--- config.mk ---
export PLATFORM = sky130hd
export DESIGN_NAME = tsg_top
export DESIGN_NICKNAME = d
export VERILOG_FILES = /design/src/verilog/tsg_pkg.sv /design/src/verilog/tsg_top.sv /design/src/verilog/tsg_sync.sv /design/src/verilog/tsg_pulse_qual.sv
export VERILOG_INCLUDE_DIRS = /design/src /design/src/verilog
export SDC_FILE = /design/constraint.sdc
export NUM_CORES = 1
export LEC_CHECK = 0
export ABC_AREA = 1
export ABC_CLOCK_PERIOD_IN_PS = 7900
export BUFFER_PORTS_ARGS = -buffer_cell sky130_fd_sc_hd__buf_4
export CORE_UTILIZATION = 58
export DETAILED_ROUTE_END_ITERATION = 10
export PLACE_DENSITY = 0.8
export SYNTH_ARGS = -nofsm -noshare
export SYNTH_HDL_FRONTEND = slang
export SYNTH_SLANG_ARGS = --single-unit
--- constraint.sdc ---
create_clock -name clk_sys -period 7.9 [get_ports clk_sys]
set_clock_uncertainty 0.2 [all_clocks]
set_input_delay 1.58 -clock clk_sys [delete_from_list [all_inputs] [get_ports clk_sys]]
set_output_delay 1.58 -clock clk_sys [all_outputs]
set_load 0.05 [all_outputs]
--- src/verilog/tsg_defs.svh ---
`ifndef TSG_DEFS_SVH
`define TSG_DEFS_SVH

// ----------------------------------------------------------------
// Timing
// ----------------------------------------------------------------
`define TSG_CLK_MHZ 250
`define TSG_REW_MIN_NS 1000
`define TSG_STOP_MILS 190
`define TSG_SPEED_DIPS 375

// ----------------------------------------------------------------
// Register offsets
// ----------------------------------------------------------------
`define TSG_OFF_CTRL 12'h000
`define TSG_OFF_STATUS 12'h004
`define TSG_OFF_CHARS 12'h008

// ----------------------------------------------------------------
// Field positions and reset values
// ----------------------------------------------------------------
`define TSG_CTRL_EOT_LATCH 0
`define TSG_CTRL_RWD_UNSEL 1
`define TSG_STS_SELECTED 7
`define TSG_STS_FAULT 8
`define TSG_STS_STATE_LSB 12
`define TSG_STS_WRITE 16
`define TSG_CTRL_RESET 2'h0

`endif

--- src/verilog/tsg_pkg.sv ---
package tsg_pkg;

  // Transport pins as seen from the formatter cable and the deck sensors
  typedef struct packed {
    logic [3:0] unit_select_line;
    logic [1:0] unit_address;
    logic run_forward_command;
    logic set_write_command;
    logic rewind_command;
    logic rewind_unload_command;
    logic density_select;
    logic tension_ok;
    logic reset_button;
    logic online_button;
    logic load_point_marker;
    logic end_marker;
    logic tape_moving;
    logic tape_reverse;
    logic reel_protected;
    logic write_char_strobe;
  } tsg_pins_t;

  typedef struct packed {
    logic unit_ready_status;
    logic online_status;
    logic rewinding_status;
    logic load_point_status;
    logic end_marker_status;
    logic write_protect_status;
    logic density_status;
  } tsg_status_t;

  typedef enum logic [3:0] {
    TSG_IDLE = 4'h1,
    TSG_RUN = 4'h2,
    TSG_STOPPING = 4'h4,
    TSG_REWIND = 4'h8
  } tsg_motion_t;

endpackage

--- src/verilog/tsg_top.sv ---
// The address map and the APB register port were chosen for this implementation.
`timescale 1ns/1ns
`include "tsg_defs.svh"
module tsg_top #(
  parameter bit EOT_LATCH_DEFAULT = 1'b0,
  parameter bit RWD_UNSEL_DEFAULT = 1'b0,
  parameter int unsigned STOP_CYCLES =
    `TSG_STOP_MILS * `TSG_CLK_MHZ * 10000 / `TSG_SPEED_DIPS
) (
  // Clock and reset
  input wire logic clk_sys,
  input wire logic rst,
  // APB slave
  input wire logic [11:0] paddr,
  input wire logic psel,
  input wire logic penable,
  input wire logic pwrite,
  input wire logic [31:0] pwdata,
  output logic [31:0] prdata,
  output logic pready,
  output logic pslverr,
  // Transport pins
  input wire tsg_pkg::tsg_pins_t pins,
  // Status lines to the formatter
  output tsg_pkg::tsg_status_t status,
  // Motion drive
  output logic drive_forward,
  output logic drive_rewind,
  output logic write_mode
);
  localparam int REW_CYC = (`TSG_REW_MIN_NS * `TSG_CLK_MHZ + 999) / 1000;

  // ----------------------------------------------------------------
  // Input capture
  // ----------------------------------------------------------------
  tsg_pkg::tsg_pins_t pins_s;
  tsg_pkg::tsg_pins_t pins_prev_reg;
  logic rew_pulse;
  logic reu_pulse;

  tsg_sync #(.W($bits(tsg_pkg::tsg_pins_t))) u_sync (
    .clk_sys(clk_sys),
    .rst(rst),
    .d(pins),
    .q(pins_s)
  );

  // Short glitches on the command lines must not start a rewind
  tsg_pulse_qual #(.CYC(REW_CYC)) u_rew_qual (
    .clk_sys(clk_sys),
    .rst(rst),
    .level(pins_s.rewind_command),
    .pulse(rew_pulse)
  );

  tsg_pulse_qual #(.CYC(REW_CYC)) u_reu_qual (
    .clk_sys(clk_sys),
    .rst(rst),
    .level(pins_s.rewind_unload_command),
    .pulse(reu_pulse)
  );

  always_ff @(posedge clk_sys or posedge rst) begin
    if (rst) begin
      pins_prev_reg <= '0;
    end else begin
      pins_prev_reg <= pins_s;
    end
  end

  logic sel;
  logic reset_rise;
  logic online_rise;
  logic strobe_rise;
  logic eot_rev_exit;
  logic stopped_at_lp;

  assign sel = pins_s.unit_select_line[pins_s.unit_address];
  assign reset_rise = pins_s.reset_button && !pins_prev_reg.reset_button;
  assign online_rise = pins_s.online_button && !pins_prev_reg.online_button;
  assign strobe_rise = pins_s.write_char_strobe && !pins_prev_reg.write_char_strobe;
  assign eot_rev_exit = !pins_s.end_marker && pins_prev_reg.end_marker && pins_s.tape_reverse;
  assign stopped_at_lp = !pins_s.tape_moving && pins_s.load_point_marker;

  // ----------------------------------------------------------------
  // Online and load point tracking
  // ----------------------------------------------------------------
  logic online_reg;
  logic lp_seen_reg;

  always_ff @(posedge clk_sys or posedge rst) begin
    if (rst) begin
      online_reg <= 1'b0;
    end else if (!pins_s.tension_ok || reset_rise || (reu_pulse && sel)) begin
      online_reg <= 1'b0;
    end else if (online_rise) begin
      online_reg <= !online_reg;
    end
  end

  // Tape wound on past the load point stays valid until tension drops
  always_ff @(posedge clk_sys or posedge rst) begin
    if (rst) begin
      lp_seen_reg <= 1'b0;
    end else if (!pins_s.tension_ok) begin
      lp_seen_reg <= 1'b0;
    end else if (pins_s.load_point_marker) begin
      lp_seen_reg <= 1'b1;
    end
  end

  // ----------------------------------------------------------------
  // Motion sequencer
  // ----------------------------------------------------------------
  tsg_pkg::tsg_motion_t state_reg;
  logic ready_now;
  logic rew_go;
  logic run_go;

  assign ready_now = pins_s.tension_ok && lp_seen_reg && online_reg &&
                     (state_reg != tsg_pkg::TSG_REWIND);
  // Rewind is ignored with the tape already parked at the load point
  assign rew_go = sel && !stopped_at_lp &&
                  ((rew_pulse && online_reg) || reu_pulse);
  assign run_go = sel && ready_now && pins_s.run_forward_command;

  always_ff @(posedge clk_sys or posedge rst) begin
    if (rst) begin
      state_reg <= tsg_pkg::TSG_IDLE;
    end else begin
      case (state_reg)
        tsg_pkg::TSG_IDLE: begin
          if (rew_go) begin
            state_reg <= tsg_pkg::TSG_REWIND;
          end else if (run_go) begin
            state_reg <= tsg_pkg::TSG_RUN;
          end
        end
        tsg_pkg::TSG_RUN: begin
          if (!pins_s.run_forward_command || !pins_s.tension_ok) begin
            state_reg <= tsg_pkg::TSG_STOPPING;
          end
        end
        tsg_pkg::TSG_STOPPING: begin
          if (!pins_s.tape_moving) begin
            state_reg <= tsg_pkg::TSG_IDLE;
          end
        end
        tsg_pkg::TSG_REWIND: begin
          if (stopped_at_lp || !pins_s.tension_ok) begin
            state_reg <= tsg_pkg::TSG_IDLE;
          end
        end
        default: begin
          state_reg <= tsg_pkg::TSG_IDLE;
        end
      endcase
    end
  end

  always_ff @(posedge clk_sys or posedge rst) begin
    if (rst) begin
      drive_forward <= 1'b0;
      drive_rewind <= 1'b0;
    end else begin
      drive_forward <= (state_reg == tsg_pkg::TSG_RUN);
      drive_rewind <= (state_reg == tsg_pkg::TSG_REWIND);
    end
  end

  // Write mode is caught only at the start of forward motion
  always_ff @(posedge clk_sys or posedge rst) begin
    if (rst) begin
      write_mode <= 1'b0;
    end else if (state_reg == tsg_pkg::TSG_IDLE && run_go && !rew_go) begin
      write_mode <= pins_s.set_write_command;
    end else if (state_reg != tsg_pkg::TSG_RUN) begin
      write_mode <= 1'b0;
    end
  end

  // ----------------------------------------------------------------
  // Stop distance watchdog and character count
  // ----------------------------------------------------------------
  logic [31:0] stop_cnt_reg;
  logic stop_fault_reg;
  logic [31:0] char_cnt_reg;
  logic apb_wr;
  logic clr_fault;
  logic clr_chars;
  logic char_inc;

  assign char_inc = strobe_rise && write_mode;

  always_ff @(posedge clk_sys or posedge rst) begin
    if (rst) begin
      stop_cnt_reg <= 32'h0000_0000;
    end else if (state_reg != tsg_pkg::TSG_STOPPING) begin
      stop_cnt_reg <= 32'h0000_0000;
    end else if (stop_cnt_reg < STOP_CYCLES) begin
      stop_cnt_reg <= stop_cnt_reg + 32'h0000_0001;
    end
  end

  // A fault that arrives with the clear still sticks
  always_ff @(posedge clk_sys or posedge rst) begin
    if (rst) begin
      stop_fault_reg <= 1'b0;
    end else if (stop_cnt_reg >= STOP_CYCLES) begin
      stop_fault_reg <= 1'b1;
    end else if (clr_fault) begin
      stop_fault_reg <= 1'b0;
    end
  end

  always_ff @(posedge clk_sys or posedge rst) begin
    if (rst) begin
      char_cnt_reg <= 32'h0000_0000;
    end else if (clr_chars) begin
      char_cnt_reg <= char_inc ? 32'h0000_0001 : 32'h0000_0000;
    end else if (char_inc) begin
      char_cnt_reg <= char_cnt_reg + 32'h0000_0001;
    end
  end

  // ----------------------------------------------------------------
  // End marker latch and status lines
  // ----------------------------------------------------------------
  logic [1:0] ctrl_reg;
  logic eot_latch_reg;
  tsg_pkg::tsg_status_t status_next;

  always_ff @(posedge clk_sys or posedge rst) begin
    if (rst) begin
      eot_latch_reg <= 1'b0;
    end else if (pins_s.end_marker) begin
      eot_latch_reg <= 1'b1;
    end else if (eot_rev_exit || !pins_s.tension_ok) begin
      eot_latch_reg <= 1'b0;
    end
  end

  always_comb begin
    status_next.unit_ready_status = sel && ready_now;
    status_next.online_status = sel && online_reg;
    status_next.rewinding_status = (sel || ctrl_reg[`TSG_CTRL_RWD_UNSEL]) &&
                                   (state_reg == tsg_pkg::TSG_REWIND);
    status_next.load_point_status = sel && stopped_at_lp;
    status_next.end_marker_status = sel && (ctrl_reg[`TSG_CTRL_EOT_LATCH] ?
                                    eot_latch_reg : pins_s.end_marker);
    status_next.write_protect_status = sel && pins_s.reel_protected;
    status_next.density_status = sel && pins_s.density_select;
  end

  always_ff @(posedge clk_sys or posedge rst) begin
    if (rst) begin
      status <= '0;
    end else begin
      status <= status_next;
    end
  end

  // ----------------------------------------------------------------
  // APB slave, zero wait states
  // ----------------------------------------------------------------
  logic setup;
  logic [31:0] rd_mux;
  logic mapped;

  assign setup = psel && !penable;
  assign apb_wr = psel && penable && pready && pwrite && !pslverr;
  assign clr_fault = apb_wr && (paddr == `TSG_OFF_STATUS) && pwdata[`TSG_STS_FAULT];
  assign clr_chars = apb_wr && (paddr == `TSG_OFF_CHARS);

  always_comb begin
    rd_mux = 32'h0000_0000;
    mapped = 1'b1;
    if (paddr == `TSG_OFF_CTRL) begin
      rd_mux[1:0] = ctrl_reg;
    end else if (paddr == `TSG_OFF_STATUS) begin
      rd_mux[6:0] = status;
      rd_mux[`TSG_STS_SELECTED] = sel;
      rd_mux[`TSG_STS_FAULT] = stop_fault_reg;
      rd_mux[`TSG_STS_STATE_LSB +: 4] = state_reg;
      rd_mux[`TSG_STS_WRITE] = write_mode;
    end else if (paddr == `TSG_OFF_CHARS) begin
      rd_mux = char_cnt_reg;
    end else begin
      mapped = 1'b0;
    end
  end

  always_ff @(posedge clk_sys or posedge rst) begin
    if (rst) begin
      pready <= 1'b0;
      pslverr <= 1'b0;
      prdata <= 32'h0000_0000;
    end else begin
      pready <= setup;
      pslverr <= setup && !mapped;
      prdata <= (setup && !pwrite) ? rd_mux : 32'h0000_0000;
    end
  end

  always_ff @(posedge clk_sys or posedge rst) begin
    if (rst) begin
      ctrl_reg <= {RWD_UNSEL_DEFAULT, EOT_LATCH_DEFAULT};
    end else if (apb_wr && paddr == `TSG_OFF_CTRL) begin
      ctrl_reg <= pwdata[1:0];
    end
  end
endmodule // tsg_top

--- src/verilog/tsg_sync.sv ---
`timescale 1ns/1ns
module tsg_sync #(
  parameter int W = 1
) (
  // Clock and reset
  input wire logic clk_sys,
  input wire logic rst,
  // Data
  input wire logic [W-1:0] d,
  output logic [W-1:0] q
);
  logic [W-1:0] meta_reg;

  genvar i;
  generate
    for (i = 0; i < W; i++) begin : g_bit
      always_ff @(posedge clk_sys or posedge rst) begin
        if (rst) begin
          meta_reg[i] <= 1'b0;
          q[i] <= 1'b0;
        end else begin
          meta_reg[i] <= d[i];
          q[i] <= meta_reg[i];
        end
      end
    end
  endgenerate
endmodule // tsg_sync

--- src/verilog/tsg_pulse_qual.sv ---
`timescale 1ns/1ns
module tsg_pulse_qual #(
  parameter int CYC = 250
) (
  // Clock and reset
  input wire logic clk_sys,
  input wire logic rst,
  // Level in, one-shot out
  input wire logic level,
  output logic pulse
);
  localparam int CW = $clog2(CYC + 1);
  localparam logic [CW-1:0] LAST = CW'(CYC - 1);

  logic [CW-1:0] cnt_reg;

  // One pulse per assertion held for at least CYC cycles, however long it is held
  always_ff @(posedge clk_sys or posedge rst) begin
    if (rst) begin
      cnt_reg <= '0;
      pulse <= 1'b0;
    end else begin
      pulse <= level && (cnt_reg == LAST);
      if (!level) begin
        cnt_reg <= '0;
      end else if (cnt_reg <= LAST) begin
        cnt_reg <= cnt_reg + CW'(1);
      end
    end
  end
endmodule // tsg_pulse_qual

==> flow_metrics.py, run 1 <==
metrics = {
    "detailed_routing": {
        "via_per_inst": 5.526,
        "dr.pass1.iters": 5,
        "ant_nets": 0,
        "routedWlPerCell_microns": 14.64,
        "initialDrtViolationCount": 636,
        "routed_wl_microns": 18870,
        "vias": 7123,
        "drc": 0,
    },
    "yosys": {
        "synth_compound_area_share_pct": 6.662,
        "syn_avg_cell_area_sq_um": 8.198,
        "synthAdderAreaFrac_pct": 1.353,
        "synth_fp_nets": 1093,
        "ys_seq_area_share_pct": 54.15,
        "yosysUniqueCellTypes": 37,
        "syn-cell-area_sq_um": 8320,
        "synth-xor-area-share_pct": 1.263,
        "ys_seq_elements": 180,
        "synth_warnings": 0,
        "synth_top_family_by_area": "simple AND/OR/NAND/NOR gates",
        "synth_mux_area_share_pct": 0,
        "synth_cells": 1015,
        "synth-simple-area-share_pct": 29.53,
    },
    "placement": {
        "numPortBuffers": 83,
        "dpl_cell_area_sq_um": 9071,
        "placed_cells": 1257,
        "gp_congestion": 0.9391,
        "dp_hpwl_microns": 12780,
        "pre_cts_slack_ns": 3.998,
    },
    "timing": {
        "period_share_pct": 44.32,
        "fin_hold_ws_ns": 0.1424,
        "setup_viol": 0,
        "rsz0062_at_grt": "no",
        "fmax_mhz": 285.6,
        "final.setup.worst_slack_ns": 4.399,
        "tightestPinTransition_ns": 1.005,
        "drv_slew": 0,
        "slew_headroom_pct": 32.95,
        "finalHoldViolCount": 0,
        "setup_tns_ns": 0,
        "period_minus_slack_ns": 3.501,
    },
    "clocking": {
        "clockBufferDepth": 2,
        "cts_tree": "done",
        "cts_hold_buf": 0,
        "clk_pin_slew_worst_paths_ns": 0.07,
        "htreeDepth": 4,
        "cts.sinks": 180,
        "root_buffer": "clkbuf_16",
        "cts_setup_buffers": 0,
        "numCtsBuffers": 17,
        "cts_resized": 0,
        "worstSkewPairLatency_ns": 0.43,
    },
    "layout": {
        "area_delta_synth_final_pct": 16.33,
        "stdcell_count": 1289,
        "final_common_cell": "nand2_1",
        "final_cell_mix": "nand2_1, dfrtp_1, nor2_1",
        "finish.instance_area_sq_um": 9679,
        "drive_gt1_share_pct": 12.17,
        "fin_nets": 1174,
        "fillCellCount": 1120,
        "n_antenna_cell": 0,
        "utilization_pct": 69.46,
    },
    "grt": {
        "antenna_found_initial": 0,
        "gr-usage-all-layers_pct": 27.90,
        "grt_max_degree": 115,
        "grt_remaining_overflow": 0,
        "grt_pass1_vias": 6627,
        "grt_pass1_wl_microns": 31920,
    },
    "floorplan": {
        "coreArea_sq_um": 13930,
        "die_w_microns": 121.8,
        "start_util_pct": 59.71,
        "die_h_microns": 121.8,
        "num_rows": 43,
        "dieArea_sq_um": 14830,
        "boundaryPins": 113,
    },
    "setup_path": {
        "worstSetupStartpointType": "input port",
        "worst_path_max_delay_cell": "nor3_4",
        "critPathMaxFanout": 22,
        "critPathMaxStageDelay_ns": 0.68,
        "end_kind": "flip-flop",
        "arrival_ns": 3.62,
        "path_cells": "buf_4 -> nor2_1 -> nand3_1 -> nor3_4 -> nand2_4 -> nand2_4 -> inv_1 -> a21oi_1 -> inv_1",
        "critPathRequiredTime_ns": 8.02,
        "criticalPathCategory": "in2reg",
        "reg2reg_depth": 7,
    },
    "outcome": {
        "status": "finished, final reports clean",
    },
    "run": {
        "cap_viol_max_count": 0,
    },
    "power": {
        "powerDensity_nw_per_um2": 199.0,
        "leakage_nw": 4.587,
        "ir_worst_vdd_v": 0.0001742,
        "total_power_mw": 1.926,
    },
    "min_path": {
        "hold_depth": 0,
        "hp-class": "reg2reg",
    },
}
-- layout make-up --
class	instances	area, sq um	area share [%]
tap	180	225.2	2.327
inverter	122	462.9	4.783
multi-input combinational	689	3232	33.39
clock inverter	14	178.9	1.849
sequential	180	4506	46.55
clock buffer	18	429.2	4.434
timing repair buffer	86	645.6	6.670
-- cell families (layout without fill, tap and decap cells) --
logic type | after synthesis | after routing
flip-flops | 180 | 180
adder cells (fa/ha/maj) | 9 | 9
AO/OA/AOI/OAI | 102 | 102
AND/OR/NAND/NOR | 566 | 566
XOR/XNOR | 12 | 12
buffers and inverters | 146 | 240
-- report_power, final --
group	internal (mW)	switching, mW	leakage, nW
clock	0.484	0.391	0.298
combinational	0.0318	0.0621	1.93
sequential	0.944	0.0132	2.36
total	1.46	0.466	4.59
-- critical path: cells and delay by family --
kind | cells | cell delay (ns)
AO/OA/AOI/OAI | 1 | 0.17
AND/OR/NAND/NOR | 5 | 1.55
buffers and inverters | 3 | 0.31
-- synth_stat cells --
cell	count	area (sq um)
nor3_2	1	10.01
a21oi_1	34	170.2
clkbuf_1	10	37.54
dfrtp_1	179	4479
nand2_1	253	949.7
nand4_1	43	269.0
buf_2	9	45.04
buf_4	1	7.510
nand3_1	73	365.4
o21bai_1	5	37.54
dfstp_2	1	26.28
a21boi_0	1	7.510
o211ai_1	1	7.510
o2bb2ai_1	1	8.760
inv_2	2	7.510
nand2_2	5	31.28
buf_6	3	33.78
nor3b_1	4	30.03
nand3b_1	1	7.510
a31oi_1	7	43.79
xor2_1	12	105.1
nor3_1	35	175.2
or2_2	2	12.51
inv_1	120	450.4
and3_1	1	6.260
ha_1	9	112.6
nor3_4	2	32.53
a21boi_1	1	7.510
o21ai_0	49	245.2
and2_0	1	6.260
nor2_1	142	533.0
nor2_2	1	6.260
buf_1	1	3.750
o2111ai_1	1	8.760
a32o_1	1	10.01
nand2_4	2	22.52
a22oi_1	1	7.510
-- path summary, 6_finish.rpt --
kind / startpoint / to / slack [ns]
min: u_sync.meta_reg[7] / u_sync.q[7] / 0.14
min reg2reg: u_sync.meta_reg[7] / u_sync.q[7] / 0.14
max in group asynchronous: rst / prdata[31] / 4.89
max: paddr[1] / char_cnt_reg[1] / 4.40
min in group asynchronous: rst / stop_cnt_reg[27] / 1.17
max reg2reg: write_mode / char_cnt_reg[1] / 5.32
-- layer usage --
layer	routed length, microns	vias to the layer above	share of wire (%)	GRT usage [%]
met4	344	0	1.8	7.948
met2	9445	255	50	47.39
met1	8065	3394	43	36.40
met3	1009	40	5.3	5.384
li1	-	3434	-	-
met5	0	-	0	0
Note: power is estimated with default switching activity, not from simulation.
==> run 2, diff against run 1 <==
Settings changed: ABC_AREA 1 to 0, ABC_CLOCK_PERIOD_IN_PS 7900 to 3500, CORE_UTILIZATION 58 to 57.
Clock period 7.9 ns to 3.5 ns, I/O delays scaled along.
==> run 2 against run 1 <==
  * First-iteration DRC count is 41% lower
  * Clock power increased by 110%
  * Sequential cell count unchanged
  * Combinational power increased by 110%
  * Register-to-register slack worse by 4.3 ns
  * Synthesized cell count decreased by 36%
  * Largest cell class unchanged
==> flow_metrics.py, run 2 <==
metrics = {
    "detailed_routing": {
        "via_per_inst": 5.670,
        "routedWlPerCell_microns": 15.90,
        "initialDrtViolationCount": 374,
        "drc": 0,
        "ant_nets": 0,
        "dr.pass1.iters": 5,
        "vias": 5222,
        "routed_wl_microns": 14650,
    },
    "placement": {
        "gp_congestion": 0.8331,
        "numPortBuffers": 83,
        "dp_hpwl_microns": 9900,
        "placed_cells": 889,
    },
    "clocking": {
        "worstSkewPairLatency_ns": 0.43,
        "cts_tree": "done",
        "cts_setup_buffers": 0,
        "clk_pin_slew_worst_paths_ns": 0.07,
        "cts.sinks": 180,
        "cts_resized": 0,
        "cts_hold_buf": 0,
        "htreeDepth": 4,
        "clockBufferDepth": 2,
        "numCtsBuffers": 17,
        "root_buffer": "clkbuf_16",
    },
    "setup_path": {
        "r2r_setup_slack_ns": 1.02,
        "r2r-start": "stop_cnt_reg[10]",
        "reg2reg_depth": 6,
        "worst_path_max_delay_cell": "or4_1",
        "path_buf_inv": 1,
        "critPathMaxFanout": 12,
        "criticalPathCategory": "reg2reg",
        "crit_family": "compound AO/OA/AOI/OAI gates",
        "arrival_ns": 2.62,
        "critPathRequiredTime_ns": 3.65,
        "critPathMaxStageDelay_ns": 0.46,
        "r2r_end": "stop_cnt_reg[7]",
        "worstSetupStartpointType": "flip-flop",
        "path_cells": "o211a_1 -> o211ai_1 -> o311ai_2 -> buf_4 -> or4_1 -> a21oi_1",
        "end_kind": "flip-flop",
    },
    "yosys": {
        "synth-main-ff-cell": "dfrtp_1",
        "yosysUniqueCellTypes": 62,
        "syn-cell-area_sq_um": 7480,
        "synth-edff-count": 0,
        "synth_warnings": 0,
        "ys_async_sr_fraction_pct": 100.0,
        "syn_avg_cell_area_sq_um": 11.49,
        "yosysMostFrequentCell": "dfrtp_1",
        "ys_seq_area_share_pct": 60.24,
        "ys_top_cells_by_area": "dfrtp_1, nor2_1, xnor2_1",
        "synth_common_cells": "dfrtp_1, nor2_1, nand2_1, xnor2_1, and3_1",
        "synth_area_leader_cell": "dfrtp_1",
        "ys_seq_elements": 180,
        "synthDominantCellAreaShare_pct": 59.89,
        "synth_cells": 651,
        "synth_fp_nets": 729,
    },
    "floorplan": {
        "dieArea_sq_um": 13580,
        "die_w_microns": 116.6,
        "start_util_pct": 58.79,
        "num_rows": 41,
        "die_h_microns": 116.6,
        "boundaryPins": 113,
        "coreArea_sq_um": 12720,
    },
    "min_path": {
        "hp-class": "reg2reg",
        "min_from": "u_sync.meta_reg[3]",
        "hold_depth": 0,
        "holdPathEnd": "u_sync.q[3]",
    },
    "layout": {
        "n_antenna_cell": 0,
        "fillCellCount": 922,
        "stdcell_count": 921,
        "regArea_sq_um": 4506,
        "drive_gt1_share_pct": 20.56,
        "multi_input_area_sq_um": 2789,
        "fin_nets": 814,
        "final_cell_mix": "dfrtp_1, buf_4, nor2_1",
        "area_delta_synth_final_pct": 18.50,
        "final_common_cell": "dfrtp_1",
    },
    "timing": {
        "finalHoldViolCount": 0,
        "fin_hold_ws_ns": 0.1490,
        "rsz0062_at_grt": "no",
        "drv_slew": 0,
        "period_minus_slack_ns": 2.476,
        "slew_headroom_pct": 50.46,
        "setup_viol": 0,
        "period_share_pct": 70.73,
        "fmax_mhz": 403.9,
        "setup_tns_ns": 0,
        "tightestPinTransition_ns": 0.7327,
    },
    "power": {
        "powerDensity_nw_per_um2": 477.6,
        "leakage_nw": 3.942,
        "ir_worst_vdd_v": 0.0004979,
        "total_power_mw": 4.233,
    },
    "outcome": {
        "status": "finished, final reports clean",
    },
    "run": {
        "cap_viol_max_count": 0,
    },
    "grt": {
        "grt_max_degree": 127,
        "grt_remaining_overflow": 0,
        "grt_pass1_wl_microns": 24270,
        "grt_pass1_vias": 5107,
        "antenna_found_initial": 0,
        "gr-usage-all-layers_pct": 23.70,
    },
}
[run 2: how the worst max path moves through the flow]
| stage | start | end | slack [ns] | cells past startpoint |
|---|---|---|---|---|
| final | stop_cnt_reg[10] | stop_cnt_reg[7] | 1.02 | 6 |
| after global placement | paddr[1] | char_cnt_reg[15] | 0.67 | 6 |
| after CTS | stop_cnt_reg[21] | stop_cnt_reg[7] | 1.03 | 6 |
| after floorplan | rst | char_cnt_reg[0] | 0.29 | 1 |
| after detailed placement | paddr[1] | char_cnt_reg[23] | 0.63 | 6 |
| after global routing | stop_cnt_reg[21] | stop_cnt_reg[6] | 0.79 | 6 |
[run 2: where the power goes]
group          internal [mW]  switching [mW]  total [mW]  leakage (nW)
clock                   1.06           0.794        1.86         0.278
sequential              2.13          0.0453        2.18          2.23
combinational         0.0847           0.116       0.200          1.43
[run 2: area by class of cell]
type	count	area share [%]
clock buffer	19	4.884
clock inverter	13	1.652
inverter	16	0.7199
multi-input combinational	428	31.47
sequential	180	50.83
tap	172	2.428
timing repair buffer	93	8.018
[run 2: per-stage QoR]
stage                     setup WS, ns  area [sq um]  util (%)
after floorplan                 0.2922          7483         -
after global placement          0.6669          8284     65.12
after detailed placement        0.6274          8284     65.12
after CTS                        1.035          8864     69.67
after global routing            0.7933          8864     69.67
final                            1.024          8864     69.67
[run 2: layer usage]
layer  GRT usage, %  wire, microns  part of all wire [%]  up-vias
met2          40.32           7662                    52      153
met1          28.93           5979                    41     2586
li1               -              -                     -     2455
met4          9.789            342                   2.3        0
met5              0              0                     0        -
met3          6.020            664                   4.5       28
[run 2: logic make-up after synthesis]
kind of cell / synth area share [%]
AOI/OAI and AO/OA: 7.026
xor gates and xnor gates: 5.035
adders and majority gates: 1.506
buffers and inverters: 2.643
DFF: 60.24
muxes: 1.271
and+or+nand+nor: 22.28
[run 2: worst reg2reg max path, cell delays in order (launching register included)]
cell and delay, ns:
dfrtp_1 0.44, o211a_1 0.27, o211ai_1 0.29, o311ai_2 0.30
buf_4 0.26, or4_1 0.46, a21oi_1 0.17
